<file path="config.mk">
export PLATFORM = sky130hd
export DESIGN_NAME = dic_card
export DESIGN_NICKNAME = d
export VERILOG_FILES = /design/src/hdl/dic_pkg.sv /design/src/hdl/dic_card.sv
export SDC_FILE = /design/constraint.sdc
export NUM_CORES = 1
export LEC_CHECK = 0
export ABC_AREA = 1
export BUFFER_PORTS_ARGS = -buffer_cell sky130_fd_sc_hd__buf_2
export CORE_MARGIN = 2
export CORE_UTILIZATION = 35
export CTS_CLUSTER_SIZE = 10
export DETAILED_ROUTE_END_ITERATION = 7
export GPL_TIMING_DRIVEN = 0
export PLACE_DENSITY = 0.61
export SYNTH_ARGS = -nofsm -noshare
export SYNTH_HDL_FRONTEND = slang
export SYNTH_SLANG_ARGS = --single-unit
</file>
<file path="constraint.sdc">
create_clock -name pclk -period 3.6 [get_ports pclk]
set_input_delay 0.36 -clock pclk [delete_from_list [all_inputs] [get_ports pclk]]
set_output_delay 0.36 -clock pclk [all_outputs]
set_load 0.02 [all_outputs]
</file>
<file path="src/hdl/dic_pkg.sv">
// Package for the 32-point digital input card: map, fields, resets, timing and state layout
package dic_pkg;
  localparam int unsigned NPTS = 32;
  localparam int unsigned FW = 16;
  localparam int unsigned AW = 12;
  localparam int unsigned TICK_W = 16;
  // Byte addresses, one aligned word each
  localparam logic [11:0] A_POINT_BASE = 12'h000;
  localparam logic [11:0] A_POINT_LAST = 12'h07C;
  localparam logic [11:0] A_FPAGE_BASE = 12'h080;
  localparam logic [11:0] A_FPAGE_LAST = 12'h0FC;
  localparam logic [11:0] A_FIELD_LOW = 12'h080;
  localparam logic [11:0] A_FIELD_HIGH = 12'h084;
  localparam logic [11:0] A_SENSE_LOW = 12'h100;
  localparam logic [11:0] A_SENSE_HIGH = 12'h104;
  localparam logic [11:0] A_BYPASS_LOW = 12'h108;
  localparam logic [11:0] A_BYPASS_HIGH = 12'h10C;
  localparam logic [11:0] A_MASK_LOW = 12'h110;
  localparam logic [11:0] A_MASK_HIGH = 12'h114;
  localparam logic [11:0] A_RECORD_LOW = 12'h118;
  localparam logic [11:0] A_RECORD_HIGH = 12'h11C;
  localparam logic [11:0] A_CONFIG = 12'h120;
  localparam logic [11:0] A_STATE = 12'h124;
  localparam logic [11:0] A_IDENTITY = 12'h128;
  localparam logic [11:0] A_HELD_LOW = 12'h12C;
  localparam logic [11:0] A_HELD_HIGH = 12'h130;
  localparam logic [11:0] A_IRQ_STATUS = 12'h134;
  localparam logic [11:0] A_IRQ_CLEAR = 12'h138;
  localparam logic [11:0] A_IRQ_ENABLE = 12'h13C;
  // Configuration field positions
  localparam int unsigned CFG_EXT_LOW = 0;
  localparam int unsigned CFG_EXT_HIGH = 1;
  localparam int unsigned CFG_EDGE_LOW = 8;
  localparam int unsigned CFG_EDGE_HIGH = 9;
  // Interrupt status bit positions
  localparam int unsigned IRQ_EVT_LOW = 0;
  localparam int unsigned IRQ_EVT_HIGH = 1;
  localparam int unsigned IRQ_LAT_LOW = 2;
  localparam int unsigned IRQ_LAT_HIGH = 3;
  localparam int unsigned NIRQ = 4;
  // Reset values
  localparam logic [31:0] RST_WORD = 32'h0000_0000;
  localparam logic [15:0] CARD_ID_DEFAULT = 16'h5A3C; // Arbitrary value
  // Internal measurement strobe period
  localparam int unsigned CLK_PERIOD_PS = 10000;
  localparam int unsigned MEAS_PERIOD_NS = 16000;
  localparam int unsigned MEAS_PERIOD_CYC = (MEAS_PERIOD_NS * 1000) / CLK_PERIOD_PS;

  typedef struct packed {
    logic [31:0] din_s1;
    logic [31:0] din_s2;
    logic [31:0] din_prev;
    logic [1:0] stb_s1;
    logic [1:0] stb_s2;
    logic [1:0] stb_prev;
    logic [31:0] sense;
    logic [31:0] bypass;
    logic [31:0] unmask;
    logic [31:0] record;
    logic [1:0] cfg_ext;
    logic [1:0] cfg_rise;
    logic [1:0] waiting;
    logic [31:0] held;
    logic [NIRQ-1:0] irq_stat;
    logic [NIRQ-1:0] irq_en;
    logic [TICK_W-1:0] tick;
    logic [31:0] rdata;
    logic err;
  } dic_state_t;

  typedef struct packed {
    logic [AW-1:0] paddr;
    logic psel;
    logic penable;
    logic pwrite;
    logic [31:0] pwdata;
  } dic_apb_req_t;
endpackage

</file>
<file path="src/hdl/dic_card.sv">
// Digital input card: 32 synchronised points, strobed fields, event recording, APB registers
// Register map (byte addresses, one aligned word each)
//   0x000-0x07C  point levels, one point per word, level in bit 0
//   0x080        low field, points 1 to 16
//   0x084        high field, points 17 to 32
//   0x088-0x0FC  rest of the field page, reads zero, no error
//   0x100/0x104  edge sense, low and high field
//   0x108/0x10C  sense bypass, any change counts
//   0x110/0x114  event unmask
//   0x118/0x11C  event record, cleared by reading
//   0x120        configuration: strobe source and edge
//   0x124        state: field waiting for a strobe
//   0x128        card identity, arbitrary constant
//   0x12C/0x130  held field data, a read re-arms the field
//   0x134        interrupt status, read only
//   0x138        interrupt clear, write one to clear
//   0x13C        interrupt enable
//   Any other address answers with pslverr and reads zero
//
// Bus timing
//   pready is tied high: no wait states
//   Read data is captured at the setup edge into a flop
//   Side effects of reads land at the access edge
//   So a read side effect matches the word returned
//   Back-to-back transfers need no idle cycle
//
// Input path
//   Every point and strobe pin passes two flip-flops
//   A third stage keeps the previous settled level
//   Levels reach the read mux one to two cycles late
//   Pulses shorter than a clock period may be missed
//
// Event detection
//   Bypass set: any change of the point is an event
//   Else sense set: rising change only
//   Else: falling change only
//   Unmask clear suppresses the point completely
//   A point's first event sets its record bit
//   Further events of a recorded point change nothing
//
// Record clearing
//   A record read clears only the bits it returned
//   An event in the read cycle stays for the next read
//   Such an event raises the field's status bit again
//   Trade-off: one extra interrupt instead of a lost event
//
// Strobed fields
//   After reset both fields sit idle, not armed
//   Reading a held word arms its field
//   The next chosen strobe stores the settled levels
//   Storing disarms the field and sets a status bit
//   Strobes while disarmed are ignored
//   Source per field: external edge or internal tick
//   The internal tick runs freely every MEAS_CYC cycles
//
// Interrupts
//   Status bits 0/1: first event in low or high field
//   Status bits 2/3: low or high field data stored
//   A set in the clearing cycle wins over the clear
//   irq is high while any enabled status bit is set
//
// Reset
//   Asynchronous, active low, all state to zero
//   prdata, pslverr and irq are low during reset
//   The first transfer may start right after release
//
// Configuration word
//   Bit 0 and bit 1: external strobe for low, high field
//   Bit 8 and bit 9: rising edge when set, else falling
//   Other bits are not stored and read zero
//
// Parameters
//   MEAS_CYC: internal tick period in clock cycles
//   CARD_ID: value returned by the identity word
//
// Limitations
//   External strobe edges closer than two cycles merge
//   Unaligned addresses count as unmapped
//   Held read and store in one cycle: the read re-arms
//   A held word read before any strobe returns zero
//   pslverr holds no history: each setup recomputes it
`timescale 1ns/100ps
module dic_card
  import dic_pkg::*;
#(
  parameter int unsigned MEAS_CYC = MEAS_PERIOD_CYC,
  parameter logic [15:0] CARD_ID = CARD_ID_DEFAULT
)
(
  input wire logic pclk,
  input wire logic presetn,
  input wire logic [AW-1:0] paddr,
  input wire logic psel,
  input wire logic penable,
  input wire logic pwrite,
  input wire logic [31:0] pwdata,
  output logic [31:0] prdata,
  output logic pready,
  output logic pslverr,
  input wire logic [NPTS-1:0] din,
  input wire logic [1:0] ext_strobe,
  output logic irq
);

  // Refuse a period the tick counter cannot hold
  if (MEAS_CYC < 1 || MEAS_CYC > (2 ** TICK_W))
  begin : g_bad_period
    $error("MEAS_CYC out of range");
  end

  // Last count of the free-running tick
  localparam logic [TICK_W-1:0] TICK_LAST = TICK_W'(MEAS_CYC - 1);

  // Registered state, its next value and the bundled bus request
  dic_state_t s_q;
  dic_state_t s_d;
  dic_apb_req_t req;

  // Chosen edge of a synchronised strobe
  function automatic logic strobe_edge(input logic prev, input logic cur, input logic rise);
    strobe_edge = rise ? (cur & ~prev) : (~cur & prev);
  endfunction

  // Per-point event: bypass takes any change, else sense picks the direction
  function automatic logic [15:0] field_events(input logic [15:0] prev, input logic [15:0] cur,
                                               input logic [15:0] sen, input logic [15:0] byp,
                                               input logic [15:0] msk);
    logic [15:0] chg;
    chg = prev ^ cur;
    field_events = msk & chg & (byp | (sen & cur) | (~sen & ~cur));
  endfunction

  // Read mux, evaluated in the setup phase so the data comes from a flop
  function automatic logic [32:0] read_word(input dic_state_t s, input logic [AW-1:0] a,
                                            input logic [15:0] id);
    logic [31:0] v;
    logic bad;
    v = RST_WORD;
    bad = 1'b0;
    if (a <= A_POINT_LAST && a[1:0] == 2'b00)
    begin
      v[0] = s.din_s2[a[6:2]];
    end
    else if (a >= A_FPAGE_BASE && a <= A_FPAGE_LAST && a[1:0] == 2'b00)
    begin
      if (a == A_FIELD_LOW)
        v[15:0] = s.din_s2[15:0];
      else if (a == A_FIELD_HIGH)
        v[15:0] = s.din_s2[31:16];
    end
    else
    begin
      case (a)
        A_SENSE_LOW: v[15:0] = s.sense[15:0];
        A_SENSE_HIGH: v[15:0] = s.sense[31:16];
        A_BYPASS_LOW: v[15:0] = s.bypass[15:0];
        A_BYPASS_HIGH: v[15:0] = s.bypass[31:16];
        A_MASK_LOW: v[15:0] = s.unmask[15:0];
        A_MASK_HIGH: v[15:0] = s.unmask[31:16];
        A_RECORD_LOW: v[15:0] = s.record[15:0];
        A_RECORD_HIGH: v[15:0] = s.record[31:16];
        A_CONFIG:
        begin
          v[CFG_EXT_LOW] = s.cfg_ext[0];
          v[CFG_EXT_HIGH] = s.cfg_ext[1];
          v[CFG_EDGE_LOW] = s.cfg_rise[0];
          v[CFG_EDGE_HIGH] = s.cfg_rise[1];
        end
        A_STATE: v[1:0] = s.waiting;
        A_IDENTITY: v[15:0] = id;
        A_HELD_LOW: v[15:0] = s.held[15:0];
        A_HELD_HIGH: v[15:0] = s.held[31:16];
        A_IRQ_STATUS: v[NIRQ-1:0] = s.irq_stat;
        A_IRQ_CLEAR: v = RST_WORD;
        A_IRQ_ENABLE: v[NIRQ-1:0] = s.irq_en;
        default: bad = 1'b1;
      endcase
    end
    read_word = {bad, v};
  endfunction

  // Bus request bundled for the next-state logic
  assign req = '{paddr: paddr, psel: psel, penable: penable, pwrite: pwrite, pwdata: pwdata};

  // Zero wait states: every access phase completes at once
  assign pready = 1'b1;
  assign prdata = s_q.rdata;
  assign pslverr = s_q.err & psel & penable;
  assign irq = |(s_q.irq_stat & s_q.irq_en);

  // Next-state logic for the whole card
  always_comb
  begin
    logic [15:0] ev_lo;
    logic [15:0] ev_hi;
    logic [1:0] stb;
    logic tick;
    logic setup;
    logic wr;
    logic rd;
    logic [32:0] rw;
    logic [NIRQ-1:0] irq_set;
    logic [NIRQ-1:0] irq_clr;
    ev_lo = '0;
    ev_hi = '0;
    stb = '0;
    tick = 1'b0;
    setup = 1'b0;
    wr = 1'b0;
    rd = 1'b0;
    rw = '0;
    irq_set = '0;
    irq_clr = '0;
    // Hold everything unless a path below changes it
    s_d = s_q;

    // Two-stage synchronisers; only the second stage and the previous-level stage are looked at
    s_d.din_s1 = din;
    s_d.din_s2 = s_q.din_s1;
    s_d.din_prev = s_q.din_s2;
    s_d.stb_s1 = ext_strobe;
    s_d.stb_s2 = s_q.stb_s1;
    s_d.stb_prev = s_q.stb_s2;

    // Free-running internal measurement strobe
    tick = (s_q.tick == TICK_LAST);
    s_d.tick = tick ? '0 : s_q.tick + 1'b1;

    // Strobe per field: external edge when enabled, else the internal tick
    stb[0] = s_q.cfg_ext[0] ? strobe_edge(s_q.stb_prev[0], s_q.stb_s2[0], s_q.cfg_rise[0]) : tick;
    stb[1] = s_q.cfg_ext[1] ? strobe_edge(s_q.stb_prev[1], s_q.stb_s2[1], s_q.cfg_rise[1]) : tick;

    // Event detection on settled levels
    ev_lo = field_events(s_q.din_prev[15:0], s_q.din_s2[15:0], s_q.sense[15:0],
                         s_q.bypass[15:0], s_q.unmask[15:0]);
    ev_hi = field_events(s_q.din_prev[31:16], s_q.din_s2[31:16], s_q.sense[31:16],
                         s_q.bypass[31:16], s_q.unmask[31:16]);
    // Bus phases
    setup = psel & ~penable;
    wr = req.psel & req.penable & req.pwrite;
    rd = req.psel & req.penable & ~req.pwrite;
    if (setup)
    begin
      rw = read_word(s_q, req.paddr, CARD_ID);
      s_d.rdata = rw[31:0];
      s_d.err = rw[32];
    end

    // Recording: clear only what the read returned, so a late event stays for the next read
    s_d.record = s_q.record;
    if (rd && req.paddr == A_RECORD_LOW)
    begin
      s_d.record[15:0] = s_q.record[15:0] & ~s_q.rdata[15:0];
      irq_clr[IRQ_EVT_LOW] = 1'b1;
    end
    if (rd && req.paddr == A_RECORD_HIGH)
    begin
      s_d.record[31:16] = s_q.record[31:16] & ~s_q.rdata[15:0];
      irq_clr[IRQ_EVT_HIGH] = 1'b1;
    end
    // Only a point's first event raises the flip-flop; judged after clearing so a kept event interrupts
    irq_set[IRQ_EVT_LOW] = |(ev_lo & ~s_d.record[15:0]);
    irq_set[IRQ_EVT_HIGH] = |(ev_hi & ~s_d.record[31:16]);
    s_d.record = s_d.record | {ev_hi, ev_lo};

    // Held data: a strobe stores only while armed, a held read consumes and re-arms
    for (int f = 0; f < 2; f++)
    begin
      if (s_q.waiting[f] && stb[f])
      begin
        s_d.held[f*FW +: FW] = s_q.din_s2[f*FW +: FW];
        s_d.waiting[f] = 1'b0;
        irq_set[IRQ_LAT_LOW + f] = 1'b1;
      end
    end
    if (rd && req.paddr == A_HELD_LOW)
      s_d.waiting[0] = 1'b1;
    if (rd && req.paddr == A_HELD_HIGH)
      s_d.waiting[1] = 1'b1;

    // Register writes
    if (wr)
    begin
      case (req.paddr)
        A_SENSE_LOW: s_d.sense[15:0] = req.pwdata[15:0];
        A_SENSE_HIGH: s_d.sense[31:16] = req.pwdata[15:0];
        A_BYPASS_LOW: s_d.bypass[15:0] = req.pwdata[15:0];
        A_BYPASS_HIGH: s_d.bypass[31:16] = req.pwdata[15:0];
        A_MASK_LOW: s_d.unmask[15:0] = req.pwdata[15:0];
        A_MASK_HIGH: s_d.unmask[31:16] = req.pwdata[15:0];
        A_CONFIG:
        begin
          // Undefined bits are not stored
          s_d.cfg_ext = {req.pwdata[CFG_EXT_HIGH], req.pwdata[CFG_EXT_LOW]};
          s_d.cfg_rise = {req.pwdata[CFG_EDGE_HIGH], req.pwdata[CFG_EDGE_LOW]};
        end
        A_IRQ_CLEAR: irq_clr = irq_clr | req.pwdata[NIRQ-1:0];
        A_IRQ_ENABLE: s_d.irq_en = req.pwdata[NIRQ-1:0];
        default: ;
      endcase
    end

    // Sticky status; a set in the clearing cycle wins
    s_d.irq_stat = (s_q.irq_stat & ~irq_clr) | irq_set;
  end

  // One register bank for all state
  always_ff @(posedge pclk or negedge presetn)
  begin
    if (!presetn)
    begin
      s_q <= '0;
    end
    else
    begin
      s_q <= s_d;
    end
  end

endmodule

</file>
# ---- After elaboration in Yosys (flattened, before gate mapping)
# Cells that the tools add are included.
dict set report totals {
  memories 0
  latch_bits 0
  mem_bits_ro 0
  mem_bits_rw 0
  elab_cells 151
  out_inout_bits 35
  regBits 325
}
dict set report op_classes {
  mux 32
  n_shift 0
  n_eq_ne 19
  n_div 0
  mul 0
  n_addsub 1
  n_reduce_logical 24
  bitwise 47
  magnitude_cmp 4
}
# operator count
set ops {}
lappend ops {{$and A16 B16 Y16} 12}
lappend ops {{$eq A12 B9 Y1 const B} 16}
lappend ops {{$not A16 Y16} 7}
lappend ops {{$mux W16} 6}
lappend ops {{$pmux W6 S11} 1}
lappend ops {{$or A16 B16 Y16} 4}
lappend ops {{$reduce_or A16 Y1} 3}
lappend ops {{$pmux W4 S11} 1}
lappend ops {{$or A32 B32 Y32} 1}
lappend ops {{$xor A16 B16 Y16} 2}
lappend ops {{$pmux W2 S14} 1}
lappend ops {{$pmux W2 S13} 1}
lappend ops {{$eq A12 B8 Y1 const B} 2}
lappend ops {{$pmux W2 S12} 1}
lappend ops {{$mux W1} 17}
lappend ops {{$add A16 B1 Y16 const B} 1}
lappend ops {{$eq A16 B11 Y1 const B} 1}
lappend ops {{$reduce_and A2 Y1} 8}
lappend ops {{$mux W15} 1}
lappend ops {{$ge A12 B8 Y1 const B} 1}
lappend ops {{$le A12 B7 Y1 const B} 1}
lappend ops {{$le A12 B8 Y1 const B} 1}
lappend ops {{$and A1 B1 Y1} 10}
lappend ops {{$logic_and A1 B1 Y1} 9}
lappend ops {{other kinds (11)} 19}

# ---- Logic depth before layout (Yosys ltp)
# Gate-level depths: netlist of the first run.
dict set report depth {
  ltp_word 10
  mapped_depth 14
}

# ---- Least setup slack after synthesis of the first run
# OpenSTA, ideal clock, no wires.
dict set report synth_timing {
  path_type {reg2reg}
  start {reg s_q[33] (netlist name)}
  end {reg s_q[45] (netlist name)}
  arrival_time_ns 1.683
  slack_ns 1.797
  required_ns 3.480
  stages_incl_launch_ff 9
  setup_time_ns 0.120
  path_cell_list {dfrtp_1 > ha_1 > nand3_1 > nor2_1 > nand2_1 > nor4_1 > a21oi_1 > o21ai_0 > inv_1}
}
# item line_no
set synth_lines {}
lappend synth_lines {{from (decl)} dic_card.sv:115} ;# dic_state_t s_q;
lappend synth_lines {{from (signal assigned)} dic_card.sv:312} ;# s_q <= '0;
lappend synth_lines {{from (signal assigned)} dic_card.sv:316} ;# s_q <= s_d;

# ---- Worst setup path in the final report of the first run
dict set report layout_timing {
  start {reg s_q[33] (netlist name)}
  end {reg s_q[64] (netlist name)}
}
dict set report layout_between {
  elab_chain_cells 3
}
# item line_no
set layout_lines {}
lappend layout_lines {{$eq A16 B11 Y1} dic_card.sv:226} ;# tick = (s_q.tick == TICK_LAST);
lappend layout_lines {{$mux W1} dic_card.sv:230} ;# stb[0] = s_q.cfg_ext[0] ? strobe_edge(s_q.stb_prev[0], s_q.stb_s2[0], s_q.cfg_rise[0]) : tick;
lappend layout_lines {{$logic_and A1 B1 Y1} dic_card.sv:269} ;# if (s_q.waiting[f] && stb[f])
# Every way passes these cells.
# A chain may end at the register's enable or synchronous reset.

==> results of run 1 <==
==> through the flow <==
step           setup TNS (ns)  instances  power [uW]
2_1_floorplan               0       1795        3790
3_3_place_gp         -1152.95       2411        4000
3_5_place_dp                0       2413        4010
4_1_cts                     0       2494        7400
5_1_grt                     0       2495        7600
6_report                    0       2496        7340
==> layout by cell type, fill, tap and decap left out, drive strengths merged, types with 2 or more instances in the layout <==
master       count
nand2          484
dfrtp          309
o21ai          241
inv            203
nor2           179
buf            143
nand3           98
clkbuf          68
nand4           47
a21oi           43
dlygate4sd3     35
o211ai          25
conb            17
nor3            14
o22ai           12
a21o             9
nand3b           7
xor2             6
nor3b            4
a21boi           3
nor4             3
or2              2
o21bai           2
clkinv           2
==> report_power, final <==
| group | internal (uW) | total [uW] | switching (uW) | leakage (uW) |
|---|---|---|---|---|
| registers | 3540 | 3590 | 48.7 | 0.00397 |
| clock network | 1960 | 3360 | 1400 | 0.000507 |
| logic | 118 | 388 | 270 | 0.00361 |
==> cell usage after synthesis, drive strengths merged (2+ instances only) <==
master  count  area (um^2)
a21o        9         67.6
nand2     484         1840
conb        2         7.51
xor2        6         52.6
o211ai     25          188
inv       203          762
o21bai      2         15.0
nor4        3         18.8
nand3      98          508
nor2      179          724
o22ai      12         75.1
buf        57          387
or2         2         12.5
nand3b      7         52.6
nor3       14         81.3
dfrtp     309         7730
nand4      47          294
clkbuf     22         82.6
a21boi      3         22.5
o21ai     241         1210
nor3b       4         30.0
a21oi      43          215
==> state kept, by name, indices dropped and copies added, names as in the netlist <==
register and flops:
prdata 16, s_d 68, s_q 225
==> routing by layer <==
| metal | global-route usage | vias up |
|---|---|---|
| met5 | 0 | - |
| met4 | 0.0771 | 0 |
| met3 | 0.0435 | 95 |
| met2 | 0.369 | 558 |
| met1 | 0.336 | 6107 |
| li1 | - | 6039 |
==> worst max path at each step <==
stage | cells past startpoint | slack (ns) | to
5_1_grt | 9 | 1.14 | s_q[59]
3_5_place_dp | 9 | 0.92 | s_q[166]
6_report | 8 | 1.34 | s_q[64]
3_3_place_gp | 1 | -3.76 | s_q[101]
2_1_floorplan | 8 | 1.80 | s_q[45]
4_1_cts | 8 | 1.31 | s_q[45]
==> logic make-up (layout without fill, tap and decap cells) <==
kind of cell	after synthesis	count (layout)
adders and majority gates	1	1
and+or+nand+nor	839	839
buffers and inverters	283	451
DFF	309	309
xor gates and xnor gates	7	7
other	2	18
AOI/OAI and AO/OA	339	339
==> final cells by class <==
class	instances	area share
antenna	1	0.000147
buffer	79	0.0275
clock buffer	45	0.0597
clock inverter	1	0.000955
inverter	204	0.0450
multi-input combinational	1203	0.324
sequential	309	0.454
tap	532	0.0391
timing repair buffer	122	0.0493
==> worst max-delay path, cell delays in order, from the launching register on <==
cell,delay (ns)
dfrtp_1,0.39
ha_1,0.23
nand3_1,0.15
inv_1,0.09
nand3_1,0.24
nand2_1,0.08
nand3_1,0.29
clkbuf_1,0.48
o21ai_0,0.17
==> results.sh, run 1 <==
export IMPL_run_status="finished clean"
export IMPL_worst_ir_drop_vdd_mv=0.294
export IMPL_postSynthRegisterBits=309
export IMPL_first_iter_violations=1353
export IMPL_cts_made_buffers=37
export IMPL_worst_margin_slew_ns=1.16
export IMPL_detail_route_antenna_nets=0
export IMPL_ys_warn_count=0
export IMPL_io_pins=118
export IMPL_syn_mean_instance_area_um2=8.11
export IMPL_reg2regPathDepth=8
export IMPL_synth_edf_count=0
export IMPL_floorplan_die_height_um=207
export IMPL_synth_async_reset_ratio=1.00
export IMPL_drv_slew=0
export IMPL_distinct_cell_type_count_after_synthesis=40
export IMPL_period_share=0.628
export IMPL_start_kind="flop"
export IMPL_h_tree_depth=2
export IMPL_max_slew_margin_rel=0.224
export IMPL_rows=74
export IMPL_synth_yosys_seq_area_share=0.535
export IMPL_max_clock_path_buffers=3
export IMPL_grt_ovfl_total=0
export IMPL_synth_adder_area_share=0.000866
export IMPL_detail_route_wirelength_um=50500
export IMPL_worst_hold_startpoint="pwdata[12]"
export IMPL_whs_endpoint="s_q[155]"
export IMPL_hold_depth=3
export IMPL_ctsRootBufferMaster="clkbuf_16"
export IMPL_share_of_post_route_cells_with_drive_strength_above_1=0.111
export IMPL_fmaxAchievable_mhz=442
export IMPL_dominant_combinational_cell_family_by_area_after_synthesis="simple AND/OR/NAND/NOR gates"
export IMPL_timing_max_cap_violations=0
export IMPL_cts_num_sinks=309
export IMPL_reg2reg_slack_ns=1.34
export IMPL_holdCritPathClass="input pin to flop"
export IMPL_drc_violations_left=0
export IMPL_regToRegEndpoint="s_q[64]"
export IMPL_startpoint_of_the_most_critical_setup_path="s_q[33]"
export IMPL_grtUsageTotal=0.238
export IMPL_post_synthesis_share_of_cell_area_spent_on_and_or_nand_and_nor_gates=0.247
export IMPL_place_hpwl_um=39300
export IMPL_timing_critical_path_arrival_ns=2.65
export IMPL_vias_per_cell=5.13
export IMPL_number_of_vias_after_detailed_routing=12800
export IMPL_route_layer_met1_wl_um=22200
export IMPL_cts_repair_resized=0
export IMPL_cts_tree="done"
export IMPL_cts_hold_repair_buffers=35
export IMPL_synth_cells=1780
export IMPL_p_per_area_nw_per_um2=431
export IMPL_worst_clock_skew_ns=0.0177
export IMPL_starting_utilization_of_the_core_area=0.354
export IMPL_layout_min_cycle_time_ns=2.26
export IMPL_cp_end_kind="flop"
export IMPL_cts_repair_timing_setup_buffer_count=0
export IMPL_criticalPathCategory="flop to flop"
export IMPL_gp_congestion=0.955
export IMPL_commonest_register_cell_after_synthesis="dfrtp_1"
export IMPL_flow_area_growth_from_synthesis_pct=18.0
export IMPL_worst_setup_hold_path_clk_slew_ns=0.05
export IMPL_grt_first_pass_wirelength_um=77200
export IMPL_fin_nets=2040
export IMPL_post_synth_xor_area_fraction=0.00425
export IMPL_fin_hold_ws_ns=0.191
export IMPL_chipWidth_um=207
export IMPL_met3RoutedLength_um=4210
export IMPL_grt_antenna_before_repair=1
export IMPL_crit_required_ns=3.99
export IMPL_post_drt_wl_per_cell_um=20.2
export IMPL_crit_fanout=10
export IMPL_drt_pass1_iterations=8
export IMPL_final_util=0.418
export IMPL_fp_dieArea_um2=42900
export IMPL_timing_final_setup_violations=0
export IMPL_yosys_mux_area_fraction=0
export IMPL_total_length_of_routed_met2_wires_um=22400
export IMPL_place_worst_setup_slack_ns=0.925
export IMPL_fillCellCount=4239
export IMPL_final_hold_violation_count=0
export IMPL_finish_instance_area_um2=17000
export IMPL_seq_area_um2=7730
export IMPL_route_top_layer_used="met4"
export IMPL_placed_cell_area_um2=15600
export IMPL_critical_path_reg2reg_startpoint="s_q[33]"
export IMPL_via_count_of_the_first_global_routing_pass=12500
export IMPL_core_area_um2=40700
export IMPL_postLayoutSetupSlackWorst_ns=1.34
export IMPL_synth_cell_area_um2=14400
export IMPL_power_leakage_uw=0.00809
export IMPL_clk_insertion_delay_late_ns=0.54
export IMPL_synth_compound_gate_area_share=0.126
export IMPL_io_buffers=84
export IMPL_multiInputGateArea_um2=5530
export IMPL_rsz0062_at_grt="no"
export IMPL_grt_max_degree=121
Note: power is estimated with default switching activity, not from simulation.
==> run 2: changes to the inputs <==
==> constraint.sdc (replaced) <==
create_clock -name pclk -period 2.35 [get_ports pclk]
set_input_delay 0.235 -clock pclk [delete_from_list [all_inputs] [get_ports pclk]]
set_output_delay 0.235 -clock pclk [all_outputs]
set_load 0.02 [all_outputs]
==> results.sh, run 2 (synthesized netlist as in run 1, its figures left out) <==
export IMPL_run_status="finished clean"
export IMPL_grt_antenna_before_repair=1
export IMPL_rows=74
export IMPL_leading_cell_types_in_the_layout_fill_and_taps_excluded="nand2_1 (475), dfrtp_1 (309), o21ai_0 (232), inv_1 (201), nor2_1 (166)"
export IMPL_drc_violations_left=0
export IMPL_worst_margin_slew_ns=1.17
export IMPL_route_layer_met1_wl_um=22200
export IMPL_total_negative_slack_for_setup_checks_ns=0
export IMPL_route_top_layer_used="met4"
export IMPL_crit_required_ns=2.75
export IMPL_criticalPathCategory="flop to flop"
export IMPL_h_tree_depth=2
export IMPL_ctsRootBufferMaster="clkbuf_16"
export IMPL_floorplan_die_height_um=207
export IMPL_critical_path_slowest_cell="dfrtp_1"
export IMPL_cts_made_buffers=37
export IMPL_start_kind="flop"
export IMPL_starting_utilization_of_the_core_area=0.354
export IMPL_grt_first_pass_wirelength_um=77200
export IMPL_timing_critical_path_arrival_ns=2.55
export IMPL_drt_pass1_iterations=5
export IMPL_grtUsageTotal=0.238
export IMPL_critPathMaxStageDelay_ns=0.37
export IMPL_rsz0062_at_grt="no"
export IMPL_timing_final_setup_violations=0
export IMPL_met3RoutedLength_um=4240
export IMPL_core_area_um2=40700
export IMPL_final_hold_violation_count=0
export IMPL_reg2reg_slack_ns=0.21
export IMPL_mostFrequentLayoutCell="nand2_1"
export IMPL_drv_slew=0
export IMPL_layout_min_cycle_time_ns=2.14
export IMPL_cell_type_with_the_highest_occurrence_count_on_the_critical_path="nand3_1"
export IMPL_fin_nets=2040
export IMPL_detail_route_wirelength_um=50500
export IMPL_crit_chain="ha_1 > nand3_1 > inv_1 > nand3_1 > nand2_1 > nand3_1 > clkbuf_2 > nand2_1 > o21ai_0"
export IMPL_number_of_vias_after_detailed_routing=12700
export IMPL_worst_setup_hold_path_clk_slew_ns=0.05
export IMPL_grt_ovfl_total=0
export IMPL_vias_per_cell=5.09
export IMPL_cts_num_sinks=309
export IMPL_timing_max_cap_violations=0
export IMPL_total_length_of_routed_met2_wires_um=22500
export IMPL_p_per_area_nw_per_um2=660
export IMPL_post_drt_wl_per_cell_um=20.2
export IMPL_grt_max_degree=121
export IMPL_clk_insertion_delay_late_ns=0.54
export IMPL_largest_register_ffs=225
export IMPL_cts_tree="done"
export IMPL_via_count_of_the_first_global_routing_pass=12500
export IMPL_period_share=0.912
export IMPL_io_buffers=84
export IMPL_cp_num_buf_inv=2
export IMPL_fmaxAchievable_mhz=467
export IMPL_antennaDiodeCount=0
export IMPL_fp_dieArea_um2=42900
export IMPL_total_power_uw=11300
export IMPL_io_pins=118
export IMPL_crit_fanout=10
export IMPL_power_leakage_uw=0.00811
export IMPL_gp_congestion=0.955
export IMPL_chipWidth_um=207
export IMPL_worst_ir_drop_vdd_mv=0.451
export IMPL_worst_clock_skew_ns=0.0168
export IMPL_worst_path_dominant_cell_family="simple AND/OR/NAND/NOR gates"
export IMPL_place_hpwl_um=39300
export IMPL_max_slew_margin_rel=0.217
export IMPL_holdCritPathClass="input pin to flop"
export IMPL_max_clock_path_buffers=3
export IMPL_share_of_post_route_cells_with_drive_strength_above_1=0.114
export IMPL_detail_route_antenna_nets=0
export IMPL_cp_end_kind="flop"
export IMPL_flow_area_growth_from_synthesis_pct=18.0
export IMPL_largest_register="s_q"
export IMPL_first_iter_violations=1303
run 2: cell count changes in the layout (fill, tap and decap cells not counted):
cell,delta
clkbuf_2,+6
diode_2,-1
clkbuf_1,-6
run 2: tightest hold or removal path: cells and delay by family:
| kind | cells | cell delay, ns |
|---|---|---|
| AO/OA/AOI/OAI | 1 | 0.16 |
| buffers and inverters | 2 | 0.17 |
run 2: worst paths after layout:
check,start,cells past startpoint,end
min,pwdata[12],3,s_q[155]
max in group asynchronous,presetn,3,s_q[133]
min in group asynchronous,presetn,2,s_q[43]
max,s_q[33],9,s_q[64]
min reg2reg,s_d[287],0,s_d[255]
max reg2reg,s_q[33],9,s_q[64]
run 2: final cells by class:
cell class / count / area (um^2)
well taps: 532 / 666
plain buffers: 79 / 477
flip-flops and latches: 309 / 7730
multi-input cells: 1203 / 5530
fillers: 4235 / 23700
inverters: 204 / 767
clock buffers: 45 / 1020
clock inverters: 1 / 16.3
repair buffers: 122 / 841
run 2: per-layer routing:
layer | up-vias | global-route usage
li1 | 6037 | -
met1 | 6039 | 0.336
met2 | 551 | 0.369
met3 | 83 | 0.0435
met4 | 0 | 0.0771
met5 | - | 0
run 2: stage by stage:
stage / setup WS, ns / instances / hold slack, ns / utilization / area [um^2]
2_1_floorplan: 0.547 / 1795 / -0.0606 / - / 14500
3_3_place_gp: -4.88 / 2411 / 0.333 / 0.382 / 15600
3_5_place_dp: -0.200 / 2413 / 0.335 / 0.384 / 15600
4_1_cts: 0.0649 / 2494 / 0.0563 / 0.418 / 17000
5_1_grt: 0.00751 / 2495 / 0.0816 / 0.418 / 17000
6_report: 0.207 / 2495 / 0.0656 / 0.418 / 17000
run 2: what timing repair did:
item | in CTS | in global routing
gates resized for setup | 0 | 12
setup buffers | 0 | 0
endpoints found under the hold margin | 147 | 0
hold buffers | 35 | 0
endpoints found under the setup margin | 0 | 30
run 2: power by group:
group	switching, uW	internal, uW	total [uW]
clock	2160	3000	5160
sequential	74.7	5430	5500
combinational	413	181	594
